**config.mk**
```make
export PLATFORM = sky130hd
export DESIGN_NAME = psw_status
export DESIGN_NICKNAME = d
export VERILOG_FILES = /design/src/shared/psw_pkg.sv /design/src/rtl/psw_alu_flags.sv /design/src/rtl/psw_status.sv
export SDC_FILE = /design/constraint.sdc
export NUM_CORES = 1
export LEC_CHECK = 0
export BUFFER_PORTS_ARGS = -buffer_cell sky130_fd_sc_hd__buf_2
export CAP_MARGIN = 30
export CORE_ASPECT_RATIO = 1.5
export CORE_UTILIZATION = 38
export DETAILED_ROUTE_END_ITERATION = 8
export SYNTH_ARGS = -nofsm -noshare
export SYNTH_HDL_FRONTEND = slang
export SYNTH_SLANG_ARGS = --single-unit
```
**constraint.sdc**
```tcl
create_clock -name clock_i -period 5.49 [get_ports clock_i]
set_clock_uncertainty 0.15 [all_clocks]
set_input_delay 0.2745 -clock clock_i [delete_from_list [all_inputs] [get_ports clock_i]]
set_output_delay 0.2745 -clock clock_i [all_outputs]
set_load 0.01 [all_outputs]
```
**src/shared/psw_pkg.sv**
```systemverilog
// Purpose: constants and carriers for the processor status byte block
// Assumes: 8-bit core, status byte reached over classic Wishbone
// Notes:   byte address equals the printed offset
// What this block does
// RULE1: nibble carry set on carry out of the low nibble on add or on borrow into it on subtract, cleared otherwise.
// RULE2: user flags at bits 5 and 1 change only by software writes.
// RULE3: signed wrap flag set when carry out of bit six differs from bit seven.
// RULE4: parity bit 0 always shows odd count of ones in the accumulator.
// RULE5: bank select bits 4..3 map working registers to 00h, 08h, 10h or 18h.
// RULE6: status byte sits at D0h with fixed bit order carry down to parity.
// RULE7: carry flag bit 7 takes add carry, subtract borrow, or bit operation result.
package psw_pkg;
    localparam logic [7:0] PSW_ADDR_STATUS = 8'hd0;
    localparam logic [7:0] PSW_ADDR_ACC    = 8'hd4;
    localparam logic [7:0] PSW_RESET       = 8'h00;
    localparam int PSW_BIT_CARRY   = 7;
    localparam int PSW_BIT_NIBBLE  = 6;
    localparam int PSW_BIT_UA      = 5;
    localparam int PSW_BIT_BANK_HI = 4;
    localparam int PSW_BIT_BANK_LO = 3;
    localparam int PSW_BIT_WRAP    = 2;
    localparam int PSW_BIT_UB      = 1;
    localparam int PSW_BIT_P       = 0;

    typedef enum logic [1:0] {
        PSW_OP_NONE = 2'b00,
        PSW_OP_ADD  = 2'b01,
        PSW_OP_SUB  = 2'b10,
        PSW_OP_BIT  = 2'b11
    } psw_op_e;

    typedef struct packed {
        psw_op_e    op;
        logic [7:0] a;
        logic [7:0] b;
        logic       cin;
        logic       bit_val;
    } psw_alu_req_s;

    typedef struct packed {
        logic [7:0] result;
        logic       carry;
        logic       nibble;
        logic       wrap;
    } psw_alu_res_s;
endpackage

```
**src/rtl/psw_alu_flags.sv**
```systemverilog
// Purpose: combinational adder that derives the arithmetic flags
// Assumes: subtraction is a + ~b + ~borrow, borrow reported as carry
// Notes:   pure logic, no state
`timescale 1ns/1ps
module psw_alu_flags
    import psw_pkg::*;
(
    // operation
    input  wire psw_alu_req_s req_i,
    // flags
    output psw_alu_res_s      res_o
);
    logic [4:0] lo;
    logic [3:0] mid;
    logic [1:0] hi;
    logic [7:0] bx;
    logic       ci;

    // subtraction inverts operand and carry so borrow equals not carry
    always_comb begin
        bx  = (req_i.op == PSW_OP_SUB) ? ~req_i.b : req_i.b;
        ci  = (req_i.op == PSW_OP_SUB) ? ~req_i.cin : req_i.cin;
        lo  = {1'b0, req_i.a[3:0]} + {1'b0, bx[3:0]} + {4'h0, ci};
        mid = {1'b0, req_i.a[6:4]} + {1'b0, bx[6:4]} + {3'h0, lo[4]};
        hi  = {1'b0, req_i.a[7]} + {1'b0, bx[7]} + {1'b0, mid[3]};
        res_o.result = {hi[0], mid[2:0], lo[3:0]};
        res_o.nibble = (req_i.op == PSW_OP_SUB) ? ~lo[4] : lo[4]; // RULE1
        res_o.carry  = (req_i.op == PSW_OP_SUB) ? ~hi[1] : hi[1]; // RULE7
        res_o.wrap   = mid[3] ^ hi[1]; // RULE3
    end
endmodule

```
**src/rtl/psw_status.sv**
```systemverilog
// Purpose: processor status byte with flag update and Wishbone access
// Assumes: one ALU operation per cycle, alu_valid_i from core logic
// Notes:   software write wins over a same-cycle flag update
`timescale 1ns/1ps
module psw_status
    import psw_pkg::*;
(
    // clock and reset
    input  wire logic         clock_i,
    input  wire logic         rst_i,
    // wishbone slave
    input  wire logic         wb_cyc_i,
    input  wire logic         wb_stb_i,
    input  wire logic         wb_we_i,
    input  wire logic [7:0]   wb_adr_i,
    input  wire logic [7:0]   wb_dat_i,
    input  wire logic         wb_sel_i,
    output logic [7:0]        wb_dat_o,
    output logic              wb_ack_o,
    // alu side
    input  wire logic         alu_valid_i,
    input  wire psw_alu_req_s alu_req_i,
    input  wire logic         acc_load_i,
    // status outputs
    output logic [7:0]        alu_result_o,
    output logic [7:0]        status_o,
    output logic [4:0]        bank_base_o
);
    typedef struct packed {
        logic [7:0] acc;
        logic       carry;
        logic       nib;
        logic       ua;
        logic [1:0] bank;
        logic       wrap;
        logic       ub;
        logic       par;
        logic [7:0] res;
        logic [7:0] dat;
        logic       ack;
        logic [4:0] base;
    } psw_state_s;

    psw_state_s   st_ff;
    psw_state_s   nxt_st;
    psw_alu_res_s alu_res;
    logic         wb_req;
    logic [7:0]   acc_now;

    psw_alu_flags u_flags (
        .req_i (alu_req_i),
        .res_o (alu_res)
    );

    assign wb_req = wb_cyc_i & wb_stb_i & ~st_ff.ack;

    // next state: alu update first, bus write overrides
    always_comb begin
        nxt_st  = st_ff;
        acc_now = st_ff.acc;
        nxt_st.ack = wb_req;
        if (alu_valid_i) begin
            case (alu_req_i.op)
                PSW_OP_ADD, PSW_OP_SUB: begin
                    nxt_st.carry = alu_res.carry;  // RULE7
                    nxt_st.nib   = alu_res.nibble; // RULE1
                    nxt_st.wrap  = alu_res.wrap;   // RULE3
                    nxt_st.res = alu_res.result;
                end
                PSW_OP_BIT: begin
                    nxt_st.carry = alu_req_i.bit_val; // RULE7
                end
                default: begin
                    nxt_st.res = st_ff.res;
                end
            endcase
        end
        // only arithmetic results reach the accumulator; a stray load strobe
        // on a no-op or bit op would otherwise corrupt it and the parity bit
        if (alu_valid_i && acc_load_i &&
            (alu_req_i.op == PSW_OP_ADD || alu_req_i.op == PSW_OP_SUB)) begin
            acc_now = alu_res.result;
        end
        // user flags are touched only here, never by the alu (RULE2)
        if (wb_req && wb_we_i && wb_sel_i) begin
            if (wb_adr_i == PSW_ADDR_STATUS) begin // RULE6
                nxt_st.carry = wb_dat_i[PSW_BIT_CARRY];
                nxt_st.nib   = wb_dat_i[PSW_BIT_NIBBLE];
                nxt_st.ua    = wb_dat_i[PSW_BIT_UA]; // RULE2
                nxt_st.bank  = wb_dat_i[PSW_BIT_BANK_HI:PSW_BIT_BANK_LO];
                nxt_st.wrap  = wb_dat_i[PSW_BIT_WRAP];
                nxt_st.ub    = wb_dat_i[PSW_BIT_UB]; // RULE2
            end else if (wb_adr_i == PSW_ADDR_ACC) begin
                acc_now = wb_dat_i;
            end
        end
        nxt_st.acc  = acc_now;
        nxt_st.par  = ^acc_now; // RULE4
        nxt_st.base = {nxt_st.bank, 3'h0}; // RULE5
        // read data; parity written by software is ignored
        nxt_st.dat = 8'h00;
        if (wb_req && !wb_we_i) begin
            if (wb_adr_i == PSW_ADDR_STATUS) begin // RULE6
                nxt_st.dat = {st_ff.carry, st_ff.nib, st_ff.ua, st_ff.bank,
                              st_ff.wrap, st_ff.ub, st_ff.par};
            end else if (wb_adr_i == PSW_ADDR_ACC) begin
                nxt_st.dat = st_ff.acc;
            end
        end
    end

    // single state register
    always_ff @(posedge clock_i) begin
        if (rst_i) begin
            st_ff <= '0;
        end else begin
            st_ff <= nxt_st;
        end
    end

    assign wb_dat_o     = st_ff.dat;
    assign wb_ack_o     = st_ff.ack;
    assign alu_result_o = st_ff.res;
    assign status_o     = {st_ff.carry, st_ff.nib, st_ff.ua, st_ff.bank,
                           st_ff.wrap, st_ff.ub, st_ff.par};
    assign bank_base_o  = st_ff.base;

    // assertions
    property p_parity;
        @(posedge clock_i) disable iff (rst_i)
        1'b1 |-> status_o[PSW_BIT_P] == ^st_ff.acc;
    endproperty
    a_parity: assert property (p_parity) else $error("parity wrong"); // RULE4

    property p_bank;
        @(posedge clock_i) disable iff (rst_i)
        1'b1 |-> bank_base_o == {status_o[PSW_BIT_BANK_HI:PSW_BIT_BANK_LO], 3'h0};
    endproperty
    a_bank: assert property (p_bank) else $error("bank base wrong"); // RULE5

    property p_user;
        @(posedge clock_i) disable iff (rst_i)
        !(wb_req && wb_we_i && wb_adr_i == PSW_ADDR_STATUS) |=>
            $stable({status_o[PSW_BIT_UA], status_o[PSW_BIT_UB]});
    endproperty
    a_user: assert property (p_user) else $error("user flag changed"); // RULE2

    property p_nibble;
        @(posedge clock_i) disable iff (rst_i)
        (alu_valid_i && alu_req_i.op == PSW_OP_ADD && !(wb_req && wb_we_i)) |=>
            status_o[PSW_BIT_NIBBLE] == (({1'b0, $past(alu_req_i.a[3:0])}
            + {1'b0, $past(alu_req_i.b[3:0])} + {4'h0, $past(alu_req_i.cin)}) > 5'h0f);
    endproperty
    a_nibble: assert property (p_nibble) else $error("nibble carry wrong"); // RULE1

    property p_carry;
        @(posedge clock_i) disable iff (rst_i)
        (alu_valid_i && alu_req_i.op == PSW_OP_ADD && !(wb_req && wb_we_i)) |=>
            status_o[PSW_BIT_CARRY] == (({1'b0, $past(alu_req_i.a)}
            + {1'b0, $past(alu_req_i.b)} + {8'h0, $past(alu_req_i.cin)}) > 9'h0ff);
    endproperty
    a_carry: assert property (p_carry) else $error("carry wrong"); // RULE7

    property p_wrap;
        @(posedge clock_i) disable iff (rst_i)
        (alu_valid_i && alu_req_i.op == PSW_OP_ADD && !(wb_req && wb_we_i)) |=>
            status_o[PSW_BIT_WRAP] == (($past(alu_req_i.a[7]) == $past(alu_req_i.b[7]))
            && (alu_result_o[7] != $past(alu_req_i.a[7])));
    endproperty
    a_wrap: assert property (p_wrap) else $error("wrap flag wrong"); // RULE3

    property p_read;
        @(posedge clock_i) disable iff (rst_i)
        (wb_req && !wb_we_i && wb_adr_i == PSW_ADDR_STATUS) |=>
            wb_ack_o && wb_dat_o == $past(status_o);
    endproperty
    a_read: assert property (p_read) else $error("status read wrong"); // RULE6

    property p_ack;
        @(posedge clock_i) disable iff (rst_i)
        wb_ack_o |=> !wb_ack_o;
    endproperty
    a_ack: assert property (p_ack) else $error("ack held too long"); // RULE6

    // subtraction reports borrow in the carry flag, not the adder carry
    property p_sub_carry;
        @(posedge clock_i) disable iff (rst_i)
        (alu_valid_i && alu_req_i.op == PSW_OP_SUB && !(wb_req && wb_we_i)) |=>
            status_o[PSW_BIT_CARRY] == ({1'b0, $past(alu_req_i.a)}
            < {1'b0, $past(alu_req_i.b)} + {8'h0, $past(alu_req_i.cin)});
    endproperty
    a_sub_carry: assert property (p_sub_carry) else $error("borrow wrong"); // RULE7

    property p_sub_nibble;
        @(posedge clock_i) disable iff (rst_i)
        (alu_valid_i && alu_req_i.op == PSW_OP_SUB && !(wb_req && wb_we_i)) |=>
            status_o[PSW_BIT_NIBBLE] == ({1'b0, $past(alu_req_i.a[3:0])}
            < {1'b0, $past(alu_req_i.b[3:0])} + {4'h0, $past(alu_req_i.cin)});
    endproperty
    a_sub_nibble: assert property (p_sub_nibble) else $error("nibble borrow wrong"); // RULE1

    property p_bit;
        @(posedge clock_i) disable iff (rst_i)
        (alu_valid_i && alu_req_i.op == PSW_OP_BIT && !(wb_req && wb_we_i)) |=>
            status_o[PSW_BIT_CARRY] == $past(alu_req_i.bit_val) && $stable(status_o[6:0]);
    endproperty
    a_bit: assert property (p_bit) else $error("bit op flags wrong"); // RULE7

    // a no-op must leave every flag, the parity and the last result alone
    property p_none;
        @(posedge clock_i) disable iff (rst_i)
        (alu_valid_i && alu_req_i.op == PSW_OP_NONE && !(wb_req && wb_we_i)) |=>
            $stable(status_o) && $stable(alu_result_o);
    endproperty
    a_none: assert property (p_none) else $error("no-op changed state"); // RULE4

    property p_write;
        @(posedge clock_i) disable iff (rst_i)
        (wb_req && wb_we_i && wb_sel_i && wb_adr_i == PSW_ADDR_STATUS) |=>
            status_o[7:1] == $past(wb_dat_i[7:1]);
    endproperty
    a_write: assert property (p_write) else $error("status write lost"); // RULE6

    // refused writes leave the byte as it was
    property p_drop;
        @(posedge clock_i) disable iff (rst_i)
        (wb_req && wb_we_i && !alu_valid_i && (!wb_sel_i
            || (wb_adr_i != PSW_ADDR_STATUS && wb_adr_i != PSW_ADDR_ACC))) |=>
            $stable(status_o);
    endproperty
    a_drop: assert property (p_drop) else $error("refused write changed status"); // RULE6
endmodule

```
After elaboration in Yosys (flattened, before gate mapping)
Cells that the tools add are included.
{"block": "totals", "ff_bits": 36, "inputBits": 44, "out_inout_bits": 30, "word_cells": 61}
{"block": "op_classes", "add_sub_neg": 6, "eq_ne": 5, "mux": 17, "bitwise": 9, "n_reduce_logical": 12}
{"operator": "2-to-1 mux 8 bit", "n": 7}
{"operator": "equality test 8 bit (second input constant)", "n": 2}
{"operator": "2-to-1 mux 7 bit", "n": 2}
{"operator": "NOT 8 bit", "n": 1}
{"operator": "XOR reduction 8 bit", "n": 1}
{"operator": "2-to-1 mux 1 bit", "n": 6}
{"operator": "adder 4 x 4 -> 5 bit", "n": 1}
{"operator": "adder 5 x 1 -> 5 bit", "n": 1}
{"operator": "logical AND 1 bit", "n": 5}
{"operator": "NOT 1 bit", "n": 5}
{"operator": "adder 3 x 3 -> 4 bit", "n": 1}
{"operator": "adder 4 x 1 -> 4 bit", "n": 1}
{"operator": "equality test 2 bit (second input constant)", "n": 2}
{"operator": "AND reduction 2 bit", "n": 2}
{"operator": "OR reduction 2 bit", "n": 2}
{"operator": "adder 1 x 1 -> 2 bit", "n": 1}
{"operator": "adder 2 x 1 -> 2 bit", "n": 1}
{"operator": "bitwise AND 1 bit", "n": 2}
{"operator": "equality test 2 x 1 -> 1 bit (second input constant)", "n": 1}
{"operator": "2-to-1 mux 2 bit", "n": 1}
{"operator": "case mux 1 bit (2 select lines)", "n": 1}
{"operator": "zero test 1 bit", "n": 1}
{"operator": "logical OR 1 bit", "n": 1}
{"operator": "bitwise XOR 1 bit", "n": 1}

Depth between registers and ports, before layout
{"block": "depth", "ltp_word": 12, "depth_mapped": 17, "depth_no_buf": 16}

Cells and area by module
Synthesis repeated with hierarchy kept, for this count alone.
{"block": "unflattened", "hier_cells": 223, "hier_area_um2": 2001.9}
{"module": "psw_status", "instances": 1, "cells_per_inst": 183, "area_per_inst_um2": 1631.6, "seq_area_each_um2": 660.6}
{"module": "psw_alu_flags", "instances": 1, "cells_per_inst": 40, "area_per_inst_um2": 370.4, "seq_area_each_um2": 0.0}

Worst setup path before layout
OpenSTA, ideal clock, no wires.
{"block": "synth_timing", "path_kind": "input to register", "from": "in alu_req_i[18] in the netlist's numbering", "to": "reg st_ff (netlist bit status_o[0])", "setup_time_ps": 130, "arrival_time_ps": 4375, "required_time_ps": 5210, "slack_ps": 835, "cell_stages": 17, "path_buffers": 1, "cell_sequence": "inv_1 > ha_1 > buf_2 > xor2_1 > fa_1 > fa_1 > a21o_1 > a21o_1 > fa_1 > a21o_1 > a21oi_1 > fa_1 > xnor2_1 > xnor3_1 > xnor2_1 > o2111ai_1 > o211ai_1"}
{"block": "synth_between", "elab_chain_cells": 11, "elab_cells_between_ends": 17, "cone_classes": "6 x add/sub; 2 x eq/ne; 6 x mux; 3 x reduce/logical"}
{"item": "from (decl)", "line_no": "psw_status.sv:22", "rtl": "input wire psw_alu_req_s alu_req_i,"}
{"item": "equality test 2 bit", "line_no": "psw_alu_flags.sv:21, psw_alu_flags.sv:22, psw_status.sv:81"}
{"item": "2-to-1 mux 8 bit", "line_no": "psw_alu_flags.sv:21", "rtl": "bx = (req_i.op == PSW_OP_SUB) ? ~req_i.b : req_i.b;"}
{"item": "adder 4 x 4 -> 5 bit", "line_no": "psw_alu_flags.sv:23", "rtl": "lo = {1'b0, req_i.a[3:0]} + {1'b0, bx[3:0]} + {4'h0, ci};"}
{"item": "adder 5 x 1 -> 5 bit", "line_no": "psw_alu_flags.sv:23"}
{"item": "adder 4 x 1 -> 4 bit", "line_no": "psw_alu_flags.sv:24", "rtl": "mid = {1'b0, req_i.a[6:4]} + {1'b0, bx[6:4]} + {3'h0, lo[4]};"}
{"item": "adder 2 x 1 -> 2 bit", "line_no": "psw_alu_flags.sv:25", "rtl": "hi = {1'b0, req_i.a[7]} + {1'b0, bx[7]} + {1'b0, mid[3]};"}
{"item": "2-to-1 mux 8 bit *", "line_no": "psw_status.sv:80", "rtl": "if (alu_valid_i && acc_load_i &&"}
{"item": "2-to-1 mux 8 bit", "line_no": "psw_status.sv:93", "rtl": "end else if (wb_adr_i == PSW_ADDR_ACC) begin"}
{"item": "2-to-1 mux 8 bit", "line_no": "psw_status.sv:86", "rtl": "if (wb_adr_i == PSW_ADDR_STATUS) begin"}
{"item": "2-to-1 mux 8 bit *", "line_no": "psw_status.sv:85", "rtl": "if (wb_req && wb_we_i && wb_sel_i) begin"}
{"item": "XOR reduction 8 bit *", "line_no": "psw_status.sv:98", "rtl": "nxt_st.par = ^acc_now;"}
{"item": "to (signal assigned)", "line_no": "psw_status.sv:117", "rtl": "st_ff <= nxt_st;"}
{"item": "to (decl)", "line_no": "psw_status.sv:44", "rtl": "psw_state_s st_ff;"}
Mark *: on every way between the ends. The rest lies on a longest branch, timed or not.
A chain may end at the register's enable or synchronous reset.

Final worst setup path
Same ends and word-level chain as after synthesis.

==> metrics <==
Synth warnings=0; Max Slew Vio Count=0; R2R cell count=5; drt drc=0; Die Span X=63.9 µm; Cell Area, Synth=~2200 µm²; core box area=~5500 µm²; Synth top area share=between 30% and 40%; setup TNS=0 ps; Final Critical Period=4560 ps; Hold Slack=114 ps; initial antenna violation count=0; DP HPWL=between 3000 and 4000 µm; clk slew on worst S/H paths=approximately 60 ps; largest net degree at the start of global routing=28; RR Startpoint=wb_ack_o; Distinct cells, synth=between 40 and 50; root buffer cell=clkbuf_8; top post-synthesis cells by area=dfxtp_1 30%, buf_4 10%, xnor2_1 7.6%, nand2_1 5.5%, fa_1 4.6%; Pwr Total=0.670 mW; initial drt markers=38; Tot GR Track Use=between 10% and 20%; global route overflow=0; Skew-Pair Late Insertion Delay=280 ps; NumNets Final=between 300 and 400; CP startpoint kind=input port; Seq/Total Area, Yosys=between 30% and 40%; ANT nets after route=0; Synth area leader=dfxtp_1; Via density=approximately 4.8; status=finished clean; Hold Path Class=in -> reg; Worst Hold End=status_o[5]; CP Data Arrival Time=about 4600 ps; synthesized flop and latch total=33; post-route clock period utilization=just over 80%; R2R Setup Slk=about 3600 ps; DR WL/cell=13.4 µm; VDD IR max=0.123 mV; asr flop ratio synth=0%; PostCTS Resize Cnt=0; diode count=0; worst rel slew slack=57.2%; CTS sink count=33; Syn Area/Cell=between 8 and 9 µm²; CTS tree=built; via count=approximately 1700; CTS H-Tree Depth=2; Setup Viol. Count Final=0; Max Fclk=roughly 220 MHz; EDFF count, synth=0; unrepaired setup endpoints after global routing=no; die height=94.9 µm; min-delay src=wb_dat_i[5]; CTS buffer count=5; worst-margin pin slew=around 640 ps; Worst Setup End Kind=register; Reg-to-Reg End=status_o[0]; Post-synth top flop=dfxtp_1; Fin. Hold Viols=0; max-cap viol count=0; RePlAce Congestion=a little over 0.8; commonest non-fill, non-tap cell in the layout=buf_2; critical path fanouts, max=3; Buffers on Ports=70; commonest non-fill, non-tap cells in the layout=70 x buf_2, 33 x dfxtp_1, 32 x nand2_1; DRT Pass-1 Iters=4; Post-Syn Instances=roughly 250; Die Footprint=6060 µm²; worst path required time=approximately 5500 ps; final WL=4730 µm; postcts setup bufs=0; fraction of layout cells with a size suffix above 1=between 20% and 30%; vias in the first global route=~1600; clk buf depth=2; Initial Utilization=roughly 40%; leak pwr=1.13 nW; hold path depth=3; Setup CP Type=in -> reg; Hold-fix buffers, CTS=0; Area Overhead vs Synth=11.2%; first-pass GRT wire length=7480 µm; I/O pins=74; row cnt=33; cell area power density=276 nW/µm²
==> sequential cells by signal (all words and copies together) (netlist names) <==
signal / cells
wb_dat_o: 8
st_ff: 8
alu_result_o: 8
bank_base_o: 2
status_o: 6
wb_ack_o: 1
==> worst max-delay path by stage <==
stage | slack [ps] | end | cells after the start | startpoint
after floorplan | 840 | status_o[0] | 17 | alu_req_i[18]
after global placement | 740 | status_o[0] | 17 | alu_req_i[18]
after detailed placement | 620 | status_o[0] | 17 | alu_req_i[18]
after CTS | 900 | status_o[0] | 17 | alu_req_i[18]
after global routing | 690 | status_o[0] | 17 | alu_req_i[18]
final | 930 | status_o[0] | 17 | alu_req_i[18]
==> worst max-delay path: stages <==
cell	delay, ps
buf_2	90
inv_1	50
ha_1	270
xor2_1	210
fa_1	450
fa_1	450
a21o_1	200
a21o_1	200
fa_1	410
a21o_1	180
a21oi_1	270
fa_1	510
xnor2_1	200
xnor3_1	340
xnor2_1	150
o2111ai_1	200
o211ai_1	110
==> through the flow <==
stage / setup slack (ps) / cells / utilization (%) / cell area (µm²)
floorplan: 835 / 247 / - / 2190
global placement: 745 / 347 / 42.7 / 2340
detailed placement: 620 / 347 / 42.7 / 2340
CTS: 900 / 354 / 44.2 / 2430
global route: 688 / 354 / 44.2 / 2430
finish: 935 / 354 / 44.2 / 2430
==> power breakdown <==
part	switching, mW	internal [mW]
logic	0.107	0.114
registers	0.0106	0.255
clock network	0.0841	0.0994
total	0.202	0.468
==> final cells by class <==
cell class | instances | area [µm²]
Clock buffer | 7 | 86.3
Fill cell | 560 | 3060
Inverter | 4 | 15.0
Multi-Input combinational cell | 169 | 1220
Sequential cell | 33 | 661
Tap cell | 70 | 87.6
Timing Repair Buffer | 71 | 358
==> layer usage <==
layer  vias up  routed length, µm  track usage, %
met4         0                 92            7.01
met1       765               1870            16.5
met5         -                  0               0
met3         8                205            2.78
li1        866                  -               -
met2        55               2570            31.7
==> cells in the mapped netlist, types with 5 or more instances <==
cell type,instances
dfxtp_1,33
nand2_1,32
buf_4,29
nor2_1,19
xnor2_1,19
a21oi_1,16
xor2_1,10
a22oi_1,9
a211oi_1,8
ha_1,8
mux2i_1,6
a21o_1,5
fa_1,5
==> cells by family (layout without fill, tap and decap cells) <==
group | Yosys count | in the layout | share of synthesized area [%]
buffers and inverters | 45 | 82 | 14.2
multiplexers | 7 | 7 | 3.26
other | 1 | 3 | 0.172
AND/OR/NAND/NOR | 67 | 67 | 13.9
XOR/XNOR | 32 | 32 | 14.7
adder cells (fa/ha/maj) | 13 | 13 | 9.16
flip-flops | 33 | 33 | 30.2
AO/OA/AOI/OAI | 47 | 47 | 14.3
Power figures use the tool's default switching activity.
